**config.mk**
```make
export PLATFORM = sky130hd
export DESIGN_NAME = splc_top
export DESIGN_NICKNAME = d
export VERILOG_FILES = /design/src/logic/splc_pkg.sv /design/src/logic/splc_axil.sv /design/src/logic/splc_top.sv
export SDC_FILE = /design/constraint.sdc
export NUM_CORES = 1
export LEC_CHECK = 0
export ABC_AREA = 0
export BUFFER_PORTS_ARGS = -buffer_cell sky130_fd_sc_hd__buf_2
export CAP_MARGIN = 20
export CELL_PAD_IN_SITES_DETAIL_PLACEMENT = 1
export CELL_PAD_IN_SITES_GLOBAL_PLACEMENT = 2
export CORE_AREA = 2 2 163 125
export DETAILED_ROUTE_END_ITERATION = 10
export DIE_AREA = 0 0 165 127
export GPL_ROUTABILITY_DRIVEN = 0
export GPL_TIMING_DRIVEN = 0
export PLACE_DENSITY_LB_ADDON = 0.12
export SYNTH_ARGS = -nofsm -noshare
export SYNTH_HDL_FRONTEND = slang
export SYNTH_SLANG_ARGS = --single-unit
```
**constraint.sdc**
```tcl
create_clock -name core_clk -period 7.5 [get_ports core_clk]
set_input_delay 1.125 -clock core_clk [delete_from_list [all_inputs] [get_ports core_clk]]
set_output_delay 1.125 -clock core_clk [all_outputs]
set_load 0.01 [all_outputs]
```
**src/logic/splc_pkg.sv**
```systemverilog
// constants and types for the stack pointer limit checker
package splc_pkg;
   // ----------------------------------------------------------------
   // bus
   // ----------------------------------------------------------------
   localparam int unsigned SPLC_AW = 8;
   localparam logic [7:0] SPLC_OFF_LIMIT = 8'h00;
   localparam logic [7:0] SPLC_OFF_SP = 8'h04;
   localparam logic [7:0] SPLC_OFF_STATUS = 8'h08;
   localparam logic [7:0] SPLC_OFF_CLEAR = 8'h0c;
   localparam logic [7:0] SPLC_OFF_ENABLE = 8'h10;
   localparam logic [1:0] SPLC_RESP_OKAY = 2'h0;
   localparam logic [1:0] SPLC_RESP_SLVERR = 2'h2;
   // ----------------------------------------------------------------
   // stack
   // ----------------------------------------------------------------
   localparam logic [15:0] SPLC_SP_RESET = 16'h0800;
   localparam logic [15:0] SPLC_UNDERFLOW_BASE = 16'h0800;
   localparam logic [15:0] SPLC_WORD_BYTES = 16'h0002;
   localparam logic [7:0] SPLC_ZERO_BYTE = 8'h00;
   localparam int unsigned SPLC_PC_W = 23;
   // ----------------------------------------------------------------
   // events
   // ----------------------------------------------------------------
   localparam int unsigned SPLC_NEV = 2;
   localparam int unsigned SPLC_EV_OVF = 0;
   localparam int unsigned SPLC_EV_UDF = 1;

   typedef enum logic [2:0] {
      SPLC_OP_PUSH,
      SPLC_OP_POP,
      SPLC_OP_CALL,
      SPLC_OP_EXC,
      SPLC_OP_WRSP,
      SPLC_OP_EACHK
   } splc_op_t;

   typedef enum logic {
      SPLC_ST_IDLE,
      SPLC_ST_PC_HI
   } splc_state_t;
endpackage

```
**src/logic/splc_axil.sv**
```systemverilog
// axi4-lite slave front end for the stack limit registers
`timescale 1ns/1ns
module splc_axil
   import splc_pkg::*;
(
   input wire logic core_clk,
   input wire logic resetn,
   input wire logic [SPLC_AW-1:0] s_axi_awaddr,
   input wire logic s_axi_awvalid,
   output logic s_axi_awready,
   input wire logic [31:0] s_axi_wdata,
   input wire logic [3:0] s_axi_wstrb,
   input wire logic s_axi_wvalid,
   output logic s_axi_wready,
   output logic [1:0] s_axi_bresp,
   output logic s_axi_bvalid,
   input wire logic s_axi_bready,
   input wire logic [SPLC_AW-1:0] s_axi_araddr,
   input wire logic s_axi_arvalid,
   output logic s_axi_arready,
   output logic [31:0] s_axi_rdata,
   output logic [1:0] s_axi_rresp,
   output logic s_axi_rvalid,
   input wire logic s_axi_rready,
   output logic wr_en,
   output logic [SPLC_AW-1:0] wr_addr,
   output logic [31:0] wr_data,
   output logic [3:0] wr_strb,
   input wire logic wr_ok,
   output logic rd_en,
   output logic [SPLC_AW-1:0] rd_addr,
   input wire logic [31:0] rd_data,
   input wire logic rd_ok
);
   logic awready_ff, bvalid_ff, arready_ff, rvalid_ff;
   logic [1:0] bresp_ff, rresp_ff;
   logic [31:0] rdata_ff;
   logic wr_go, rd_go;

   // waits for address and data together, one write in flight
   assign wr_go = s_axi_awvalid & s_axi_wvalid & ~awready_ff & ~bvalid_ff;
   assign rd_go = s_axi_arvalid & ~arready_ff & ~rvalid_ff;
   assign wr_en = s_axi_awvalid & s_axi_wvalid & awready_ff;
   assign rd_en = s_axi_arvalid & arready_ff;
   assign wr_addr = s_axi_awaddr;
   assign wr_data = s_axi_wdata;
   assign wr_strb = s_axi_wstrb;
   assign rd_addr = s_axi_araddr;

   always_ff @(posedge core_clk or negedge resetn) begin
      if (!resetn) begin
         awready_ff <= 1'b0;
         arready_ff <= 1'b0;
         bvalid_ff <= 1'b0;
         rvalid_ff <= 1'b0;
         bresp_ff <= SPLC_RESP_OKAY;
         rresp_ff <= SPLC_RESP_OKAY;
         rdata_ff <= 32'h0000_0000;
      end else begin
         awready_ff <= wr_go;
         arready_ff <= rd_go;
         if (wr_en) begin
            bvalid_ff <= 1'b1;
            bresp_ff <= wr_ok ? SPLC_RESP_OKAY : SPLC_RESP_SLVERR;
         end else if (s_axi_bready) begin
            bvalid_ff <= 1'b0;
         end
         if (rd_en) begin
            rvalid_ff <= 1'b1;
            rresp_ff <= rd_ok ? SPLC_RESP_OKAY : SPLC_RESP_SLVERR;
            rdata_ff <= rd_ok ? rd_data : 32'h0000_0000;
         end else if (s_axi_rready) begin
            rvalid_ff <= 1'b0;
         end
      end
   end

   assign s_axi_awready = awready_ff;
   assign s_axi_wready = awready_ff;
   assign s_axi_bvalid = bvalid_ff;
   assign s_axi_bresp = bresp_ff;
   assign s_axi_arready = arready_ff;
   assign s_axi_rvalid = rvalid_ff;
   assign s_axi_rresp = rresp_ff;
   assign s_axi_rdata = rdata_ff;
endmodule

```
**src/logic/splc_top.sv**
```systemverilog
// stack pointer, push/pop addressing and stack limit trap unit
`timescale 1ns/1ns
// Overview of operation
// - stack pointer register also a plain working register
// - pointer holds next free word, grows upward
// - pop predecrements, push writes then postincrements
// - call push clears stacked pc upper byte
// - exception push stacks status low byte high
// - limit register has no reset value
// - limit bit zero reads zero once the low byte has been written
// - every pointer-based address compared against limit
// - push at limit allowed, next one traps
// - address below 0800h raises underflow trap
module splc_top
   import splc_pkg::*;
(
   input wire logic core_clk,
   input wire logic resetn,
   input wire logic [SPLC_AW-1:0] s_axi_awaddr,
   input wire logic s_axi_awvalid,
   output logic s_axi_awready,
   input wire logic [31:0] s_axi_wdata,
   input wire logic [3:0] s_axi_wstrb,
   input wire logic s_axi_wvalid,
   output logic s_axi_wready,
   output logic [1:0] s_axi_bresp,
   output logic s_axi_bvalid,
   input wire logic s_axi_bready,
   input wire logic [SPLC_AW-1:0] s_axi_araddr,
   input wire logic s_axi_arvalid,
   output logic s_axi_arready,
   output logic [31:0] s_axi_rdata,
   output logic [1:0] s_axi_rresp,
   output logic s_axi_rvalid,
   input wire logic s_axi_rready,
   input wire logic op_valid,
   input wire splc_op_t op_kind,
   input wire logic [15:0] op_data,
   input wire logic [SPLC_PC_W-1:0] pc_in,
   input wire logic [7:0] status_low_byte,
   output logic op_ready,
   output logic [15:0] stack_pointer_reg,
   output logic mem_we,
   output logic mem_re,
   output logic [15:0] mem_addr,
   output logic [15:0] mem_wdata,
   output logic stack_trap,
   output logic irq
);
   // ----------------------------------------------------------------
   // register bus
   // ----------------------------------------------------------------
   logic wr_en, rd_en, wr_ok, rd_ok;
   logic [SPLC_AW-1:0] wr_addr, rd_addr;
   logic [31:0] wr_data, rd_data;
   logic [3:0] wr_strb;

   splc_axil u_axil (
      .core_clk(core_clk),
      .resetn(resetn),
      .s_axi_awaddr(s_axi_awaddr),
      .s_axi_awvalid(s_axi_awvalid),
      .s_axi_awready(s_axi_awready),
      .s_axi_wdata(s_axi_wdata),
      .s_axi_wstrb(s_axi_wstrb),
      .s_axi_wvalid(s_axi_wvalid),
      .s_axi_wready(s_axi_wready),
      .s_axi_bresp(s_axi_bresp),
      .s_axi_bvalid(s_axi_bvalid),
      .s_axi_bready(s_axi_bready),
      .s_axi_araddr(s_axi_araddr),
      .s_axi_arvalid(s_axi_arvalid),
      .s_axi_arready(s_axi_arready),
      .s_axi_rdata(s_axi_rdata),
      .s_axi_rresp(s_axi_rresp),
      .s_axi_rvalid(s_axi_rvalid),
      .s_axi_rready(s_axi_rready),
      .wr_en(wr_en),
      .wr_addr(wr_addr),
      .wr_data(wr_data),
      .wr_strb(wr_strb),
      .wr_ok(wr_ok),
      .rd_en(rd_en),
      .rd_addr(rd_addr),
      .rd_data(rd_data),
      .rd_ok(rd_ok)
   );

   logic [15:0] limit_ff;
   logic [15:0] sp_ff, nxt_sp;
   logic [SPLC_NEV-1:0] status_ff, nxt_status, enable_ff;
   logic irq_ff;

   wire wr_limit = wr_en & (wr_addr == SPLC_OFF_LIMIT);
   wire wr_clear = wr_en & (wr_addr == SPLC_OFF_CLEAR) & wr_strb[0];
   wire wr_enable = wr_en & (wr_addr == SPLC_OFF_ENABLE) & wr_strb[0];
   assign wr_ok = (wr_addr == SPLC_OFF_LIMIT) |
                  (wr_addr == SPLC_OFF_CLEAR) |
                  (wr_addr == SPLC_OFF_ENABLE);
   assign rd_ok = (rd_addr == SPLC_OFF_LIMIT) |
                  (rd_addr == SPLC_OFF_SP) |
                  (rd_addr == SPLC_OFF_STATUS) |
                  (rd_addr == SPLC_OFF_CLEAR) |
                  (rd_addr == SPLC_OFF_ENABLE);
   // clear register reads as zero
   wire [15:0] rd_word =
      (rd_addr == SPLC_OFF_LIMIT) ? limit_ff :
      (rd_addr == SPLC_OFF_SP) ? sp_ff :
      (rd_addr == SPLC_OFF_STATUS) ? {14'h0000, status_ff} :
      (rd_addr == SPLC_OFF_ENABLE) ? {14'h0000, enable_ff} : 16'h0000;
   assign rd_data = {16'h0000, rd_word};

   // ----------------------------------------------------------------
   // limit register
   // ----------------------------------------------------------------
   // deliberately no reset: software must load it before relying on it
   always_ff @(posedge core_clk) begin
      if (wr_limit && wr_strb[0]) begin
         limit_ff[7:0] <= {wr_data[7:1], 1'b0};
      end
      if (wr_limit && wr_strb[1]) begin
         limit_ff[15:8] <= wr_data[15:8];
      end
   end

   // ----------------------------------------------------------------
   // operation decode and address checking
   // ----------------------------------------------------------------
   splc_state_t state_ff, nxt_state;
   logic [SPLC_PC_W-1:0] pc_ff;
   logic [7:0] hibyte_ff;
   logic op_ready_ff;

   wire acc = op_valid & op_ready_ff;
   wire in_hi = (state_ff == SPLC_ST_PC_HI);
   wire is_push = acc & ((op_kind == SPLC_OP_PUSH) |
                         (op_kind == SPLC_OP_CALL) |
                         (op_kind == SPLC_OP_EXC));
   wire is_pop = acc & (op_kind == SPLC_OP_POP);
   wire is_chk = acc & (op_kind == SPLC_OP_EACHK);
   wire is_wrsp = acc & (op_kind == SPLC_OP_WRSP);
   wire is_pc = acc & ((op_kind == SPLC_OP_CALL) |
                       (op_kind == SPLC_OP_EXC));
   wire [15:0] sp_dec = sp_ff - SPLC_WORD_BYTES;
   wire [15:0] sp_inc = sp_ff + SPLC_WORD_BYTES;
   // effective address produced through the stack pointer, or taken from op_data for an address check
   wire [15:0] ea = is_pop ? sp_dec : (is_chk ? op_data : sp_ff);
   wire ea_live = is_push | is_pop | is_chk | in_hi;
   // push at sp == limit passes, only beyond it traps
   wire ovf = ea_live & (ea > limit_ff);
   wire udf = ea_live & (ea < SPLC_UNDERFLOW_BASE);
   wire trap = ovf | udf;
   wire do_write = ((is_push | in_hi) & ~trap);
   wire do_read = is_pop & ~trap;
   wire [15:0] hi_word = {hibyte_ff, 1'b0, pc_ff[SPLC_PC_W-1:16]};
   wire [15:0] wdata =
      in_hi ? hi_word :
      (is_pc ? pc_in[15:0] : op_data);

   always_comb begin
      nxt_sp = sp_ff;
      if (is_wrsp) begin
         nxt_sp = {op_data[15:1], 1'b0};
      end else if (do_write) begin
         nxt_sp = sp_inc;
      end else if (do_read) begin
         nxt_sp = sp_dec;
      end
   end

   always_comb begin
      nxt_state = state_ff;
      unique case (state_ff)
         SPLC_ST_IDLE: begin
            if (is_pc && !trap) begin
               nxt_state = SPLC_ST_PC_HI;
            end
         end
         SPLC_ST_PC_HI: begin
            nxt_state = SPLC_ST_IDLE;
         end
      endcase
   end

   always_ff @(posedge core_clk or negedge resetn) begin
      if (!resetn) begin
         state_ff <= SPLC_ST_IDLE;
         sp_ff <= SPLC_SP_RESET;
         op_ready_ff <= 1'b1;
         pc_ff <= '0;
         hibyte_ff <= SPLC_ZERO_BYTE;
      end else begin
         state_ff <= nxt_state;
         sp_ff <= nxt_sp;
         op_ready_ff <= (nxt_state == SPLC_ST_IDLE);
         if (is_pc) begin
            pc_ff <= pc_in;
            // call stacks a clear byte, exception stacks the status byte
            hibyte_ff <= (op_kind == SPLC_OP_EXC) ?
                         status_low_byte : SPLC_ZERO_BYTE;
         end
      end
   end

   // ----------------------------------------------------------------
   // memory strobes and trap
   // ----------------------------------------------------------------
   logic mem_we_ff, mem_re_ff, trap_ff;
   logic [15:0] mem_addr_ff, mem_wdata_ff;

   always_ff @(posedge core_clk or negedge resetn) begin
      if (!resetn) begin
         mem_we_ff <= 1'b0;
         mem_re_ff <= 1'b0;
         mem_addr_ff <= 16'h0000;
         mem_wdata_ff <= 16'h0000;
         trap_ff <= 1'b0;
      end else begin
         mem_we_ff <= do_write;
         mem_re_ff <= do_read;
         trap_ff <= trap;
         if (do_write || do_read) begin
            mem_addr_ff <= ea;
         end
         if (do_write) begin
            mem_wdata_ff <= wdata;
         end
      end
   end

   // ----------------------------------------------------------------
   // interrupt status
   // ----------------------------------------------------------------
   wire [SPLC_NEV-1:0] ev = {udf, ovf};

   // a new event in the clearing cycle survives the clear
   assign nxt_status = (status_ff & ~(wr_clear ?
                        wr_data[SPLC_NEV-1:0] : 2'h0)) | ev;

   always_ff @(posedge core_clk or negedge resetn) begin
      if (!resetn) begin
         status_ff <= '0;
         enable_ff <= '0;
         irq_ff <= 1'b0;
      end else begin
         status_ff <= nxt_status;
         irq_ff <= |(status_ff & enable_ff);
         if (wr_enable) begin
            enable_ff <= wr_data[SPLC_NEV-1:0];
         end
      end
   end

   assign op_ready = op_ready_ff;
   assign stack_pointer_reg = sp_ff;
   assign mem_we = mem_we_ff;
   assign mem_re = mem_re_ff;
   assign mem_addr = mem_addr_ff;
   assign mem_wdata = mem_wdata_ff;
   assign stack_trap = trap_ff;
   assign irq = irq_ff;
endmodule

```
==> results of run 1 <==
## worst min-delay path by stage
stage | from | endpoint | slack [ns] | cells past startpoint
floorplan | hibyte_ff[0] | hibyte_ff[0] | 0.45 | 2
global placement | u_axil.s_axi_bvalid | u_axil.s_axi_awready | 0.44 | 1
detailed placement | u_axil.s_axi_bvalid | u_axil.s_axi_awready | 0.46 | 1
CTS | u_axil.s_axi_rvalid | u_axil.s_axi_arready | 0.48 | 1
global route | u_axil.s_axi_rvalid | u_axil.s_axi_arready | 0.50 | 1
finish | u_axil.s_axi_rdata[14] | u_axil.s_axi_rdata[14] | 0.47 | 2
## routing by layer
metal | vias up | GRT usage, %
li1 | 2712 | -
met1 | 2851 | 30.1
met2 | 164 | 32.2
met3 | 4 | 3.99
met4 | 2 | 4.04
met5 | - | 0
## cell type report
cell class                 instances  area (µm²)
fill                            2273       11300
multi-input combinational        484        3120
sequential                       109        2810
timing repair buffer             168         868
buffer                            63         359
tap                              253         317
clock buffer                      11         243
inverter                          26        97.6
clock inverter                     5        60.1
## cells in the final DEF, fill, tap and decap left out, drive strengths merged, types with 2 or more instances in the layout
cell type	instances
buf	200
nand2	101
dfrtp	92
o21ai	83
clkbuf	42
mux2	39
nor2	32
inv	26
a21oi	23
conb	19
mux2i	18
a22oi	18
ha	17
nor3	15
edfxtp	15
nand3	14
nor4	13
nand4	11
xor2	10
or3	9
xnor2	5
nor2b	4
a32o	4
nand2b	3
a31oi	3
a21o	3
or4	3
nor3b	3
o31ai	3
or2	3
clkinv	3
o311ai	2
a211o	2
nand3b	2
o41ai	2
a22o	2
a32oi	2
dfstp	2
## tightest hold or removal path: cells and delay by family, from the launching register on
family / cells / cell delay, ns
AND/OR/NAND/NOR: 1 / 0.04
AO/OA/AOI/OAI: 1 / 0.06
flip-flops: 1 / 0.34
## kinds of logic after synthesis
group | share of synthesized area (%)
compound gates | 14.9
xor+xnor | 2.08
fa+ha+maj | 3.37
buf+inv | 7.24
flops | 44.5
mux | 10.4
other cells | 0.0594
simple gates | 17.6
## power by group
group / internal, µW / leakage (µW) / switching, µW / total, µW
Clock: 269 / 0.000146 / 223 / 492
Combinational: 335 / 0.00218 / 501 / 837
Sequential: 727 / 0.00132 / 89.7 / 817
Total: 1330 / 0.00364 / 814 / 2150
## through the flow
step | hold slack, ns | utilization (%) | power [µW] | setup WS (ns)
2_1_floorplan | 0.450 | - | 1320 | 3.18
3_3_place_gp | 0.442 | 39.2 | 1640 | 1.89
3_5_place_dp | 0.460 | 39.3 | 1670 | 1.80
4_1_cts | 0.480 | 40.9 | 2170 | 2.15
5_1_grt | 0.502 | 40.9 | 2290 | 1.73
6_report | 0.472 | 40.9 | 2150 | 2.05
==> flow_summary.yaml, run 1 <==
status:
  outcome: "completed"
critical_path:
  path_cells: "buf_2, clkbuf_1, clkbuf_1, buf_1, a21oi_1, o21ai_0, ha_1, a21o_1, a21oi_1, nor2b_1, o31ai_1, a32oi_1, nor2_4, buf_4, mux2i_1, o21ai_0"
  reg2reg_slack_ns: 2.13
  rr_endpoint: "mem_addr[9]"
  rr_startpoint: "stack_pointer_reg[1]"
  cp_top_family: "buffers and inverters"
  required_ns: 7.71
  path_buf_inv: 5
  crit_end: "stack_pointer_reg[2]"
  cp-end-kind: "flop"
  path_depth: 16
  startpoint: "op_kind[2]"
  startpoint_type: "input port"
  slowest_delay_ns: 0.47
  critPathSlowestCell: "buf_1"
  worstSetupPathType: "in2reg"
  crit_fanout: 10
  worst_r2r_path_depth: 16
  crit_arrival_ns: 5.65
detailed_routing:
  finalWirelength_um: 21600
  first_pass_iters: 4
  met1_length_um: 10300
  avgViaCountPerCell: 5.12
  wl_met2_um: 9990
  met3WireLength_um: 1210
  top_layer_used: "met5"
  drt_first_iter_violations: 237
  antenna_left: 0
  wire_per_inst_um: 19.3
  via_count: 5733
  remaining_drc_errors: 0
sta:
  rsz0062_at_grt: "false"
  slew-limit-headroom_pct: 29.4
  tightest_slew_ns: 1.05
  finalHoldViolations: 0
  fin_crit_sh_pct: 72.6
  fmax_mhz: 184
  setup_viol: 0
  fin_skew_ns: 0.0111
  period_minus_slack_ns: 5.45
  slew_violations: 0
  tns_ns: 0
min_path:
  min_path_type: "reg2reg"
clock_network:
  cts_made_buffers: 9
  cts-hold-fix-buffers: 0
  clock-sinks: 109
  clk_latency_ns: 0.36
  cts_buffer_depth: 2
  cts_tree: "done"
  htreeDepth: 3
  cts_setup_buffers: 0
  cts_root_buf: "clkbuf_16"
  ctsResizeCount: 0
  clk_pin_slew_worst_paths_ns: 0.07
synthesis:
  syn_inst: 664
  synth_cell_type_count: 69
  syn_area_um2: 6310
  ys.flop_type: "dfrtp_1"
  synth_area_leaders: "dfrtp_1 (36%), edfxtp_1 (7.1%), o21ai_0 (6.4%), nand2_1 (5.9%), mux2_2 (4.3%)"
  seq_area_frac_synth_pct: 44.5
  synth_top_cell_by_area: "dfrtp_1"
  synth-warning-count: 0
  synth_most_common_cell: "nand2_1"
  synth-seq-cells: 109
  synth_edf_count: 15
  async_flop_share_pct: 86.2
  synth.avg_cell_area_um2: 9.50
  yosys-top-cells-count: "nand2_1 (100), dfrtp_1 (92), o21ai_0 (81)"
  synth_top_area_share_pct: 36.5
floorplanning:
  num_io_pins: 204
  fp.coreArea_um2: 19200
  die_h_um: 127
  dieArea_um2: 21000
  initial_core_util_pct: 32.8
  fp.dieW_um: 165
  rows: 44
run:
  drv_cap: 0
place:
  dpl_cell_area_um2: 7550
  place_hpwl_um: 17400
  io_buffers: 166
  post-place-cells: 1102
global_routing:
  antenna_found_initial: 1
  grt_use_total_pct: 20.7
  grt_pass1_vias: 5859
  grt_max_degree: 59
  overflow: 0
  grt_pass1_wl_um: 33100
cells_and_area:
  drive_above_1_share_pct: 29.9
  fin_nets: 988
  syn2layout_area_growth_pct: 24.6
  stdcell_count: 1119
  fin_area_um2: 7870
  antenna_cells: 0
power_and_ir_drop:
  power_density_nw_per_um2: 273
  vdd_drop_max_mv: 0.113
  power.leakage_uw: 0.00364
(Power assumes the default switching activity.)
==> inputs of run 2 (changes only) <==
CORE_AREA = 2 2 171 131   (was 2 2 163 125)
DIE_AREA = 0 0 173 133   (was 0 0 165 127)
clock period = 5.7 ns   (was 7.5 ns; I/O delays follow)
==> run 2 against run 1 <==
- first-iteration DRC count increased by 6.3%
- clock-buffer cell count decreased by 1
- sequential share of layout area shrank 0.20 points
- highest routed layer unchanged
- critical path depth grew 3
- die area is 9.8% higher
- wire length rose by 4.3%
- largest cell class unchanged
==> flow_summary.yaml, run 2 (same netlist as run 1, synthesis figures left out) <==
global_routing:
  grt_pass1_wl_um: 35000
  grt_max_degree: 56
  grt_use_total_pct: 19.7
  antenna_found_initial: 1
  grt_pass1_vias: 6094
  overflow: 0
critical_path:
  path_cells: "clkbuf_1, inv_1, ha_1, nor3b_4, nand2_1, o311ai_1, o31a_1, nand3_1, ha_1, nand3_1, nor3_1, nand2_1, o21ai_0, a32o_1, buf_2, nand2_8, nor2_8, buf_12, mux2_4"
  crit_arrival_ns: 5.34
  reg2reg_slack_ns: 0.60
  critPathSlowestCell: "o311ai_1"
  worstSetupPathType: "reg2reg"
  crit_fanout: 10
  required_ns: 5.94
  slowest_delay_ns: 0.43
  startpoint_type: "flop"
  cp-end-kind: "flop"
sta:
  fmax_mhz: 196
  finalHoldViolations: 0
  tightest_slew_ns: 1.04
  slew_violations: 0
  fin_skew_ns: 0.0113
  tns_ns: 0
  slew-limit-headroom_pct: 30.4
  rsz0062_at_grt: "false"
  fin_crit_sh_pct: 89.4
  whs_ns: 0.470
  period_minus_slack_ns: 5.10
  setup_viol: 0
cells_and_area:
  drive_above_1_share_pct: 30.0
  fin_nets: 988
  mostFrequentLayoutCells: "buf_2 (169), nand2_1 (100), dfrtp_1 (92)"
  syn2layout_area_growth_pct: 25.3
  final_common_cell: "buf_2"
  stdcell_count: 1160
  fillers: 2541
  antenna_cells: 0
clock_network:
  cts_buffer_depth: 2
  cts_tree: "done"
  clk_pin_slew_worst_paths_ns: 0.08
  clock-sinks: 109
  htreeDepth: 3
  cts_root_buf: "clkbuf_16"
  clk_latency_ns: 0.36
  cts_made_buffers: 9
place:
  place_hpwl_um: 18000
  io_buffers: 166
  post-place-cells: 1143
status:
  outcome: "completed"
detailed_routing:
  first_pass_iters: 4
  wire_per_inst_um: 19.4
  via_count: 5745
  drt_first_iter_violations: 252
  antenna_left: 0
  finalWirelength_um: 22500
  avgViaCountPerCell: 4.95
  remaining_drc_errors: 0
run:
  drv_cap: 0
power_and_ir_drop:
  p_sw_share_pct: 39.1
  vdd_drop_max_mv: 0.164
  pwr-share-clk_pct: 22.4
  power.leakage_uw: 0.00364
  internal-power_uw: 1710
  power_density_nw_per_um2: 356
  combPwrFrac_pct: 39.4
  pwr-share-seq_pct: 38.2
  power.net_switching_uw: 1100
  finalPower_uw: 2820
floorplanning:
  rows: 47
  die_h_um: 133
  num_io_pins: 204
  fp.coreArea_um2: 21500
  dieArea_um2: 23000
  fp.dieW_um: 173
  initial_core_util_pct: 29.3
min_path:
  min_path_type: "reg2reg"
==> run 2: per-layer routing <==
layer	vias to the layer above	share of wire (%)	track usage, %	wire length (µm)
li1	2712	-	-	-
met5	-	0.049	0	11
met3	16	4.8	3.94	1080
met4	2	0.84	3.06	189
met1	2869	49	27.9	11100
met2	146	45	31.5	10200
==> run 2: layout make-up <==
type,count,area [µm²],area share (%)
Tap cell,294,368,4.65
Multi-Input combinational cell,484,3130,39.6
Sequential cell,109,2810,35.5
Timing Repair Buffer,168,866,10.9
Clock buffer,10,239,3.02
Buffer,63,359,4.54
Inverter,26,97.6,1.23
Clock inverter,6,45.0,0.570
==> run 2: final timing paths <==
kind | end | cells after the start | startpoint
max in group asynchronous | op_ready | 2 | resetn
hold / removal | u_axil.s_axi_arready | 1 | u_axil.s_axi_rvalid
min in group asynchronous | u_axil.s_axi_rdata[10] | 1 | resetn
setup / recovery | mem_wdata[0] | 19 | stack_pointer_reg[1]
setup reg to reg | mem_wdata[0] | 19 | stack_pointer_reg[1]
hold reg to reg | u_axil.s_axi_arready | 1 | u_axil.s_axi_rvalid
==> run 2: worst max-delay path, delay by kind of cell (launching register included) <==
kind / cells / cell delay, ns
compound gates: 4 / 0.97
fa+ha+maj: 2 / 0.61
buf+inv: 4 / 0.96
flops: 1 / 0.41
mux: 1 / 0.31
simple gates: 8 / 1.72
==> run 2: power by group through the flow <==
| stage | Clock [µW] | Sequential, µW | Combinational [µW] |
|---|---|---|---|
| finish | 631 | 1080 | 1110 |
| global route | 684 | 1100 | 1220 |
| CTS | 648 | 1080 | 1120 |
| detailed placement | 0 | 1090 | 1110 |
| global placement | 0 | 1080 | 1080 |
| floorplan | 0 | 1130 | 602 |
==> run 2: through the flow <==
stage | cell area, µm² | setup slack (ns) | util [%]
global route | 7910 | 0.192 | 36.7
floorplan | 6380 | 1.65 | -
global placement | 7580 | 0.438 | 35.2
CTS | 7890 | 0.283 | 36.7
finish | 7910 | 0.602 | 36.7
detailed placement | 7610 | 0.360 | 35.3
==> run 2: timing repair <==
action | 4_1_cts | 5_1_grt
endpoints found under the setup margin | 0 | 9
gates resized for setup | 0 | 2
hold buffers | 0 | 0
setup buffers | 0 | 0
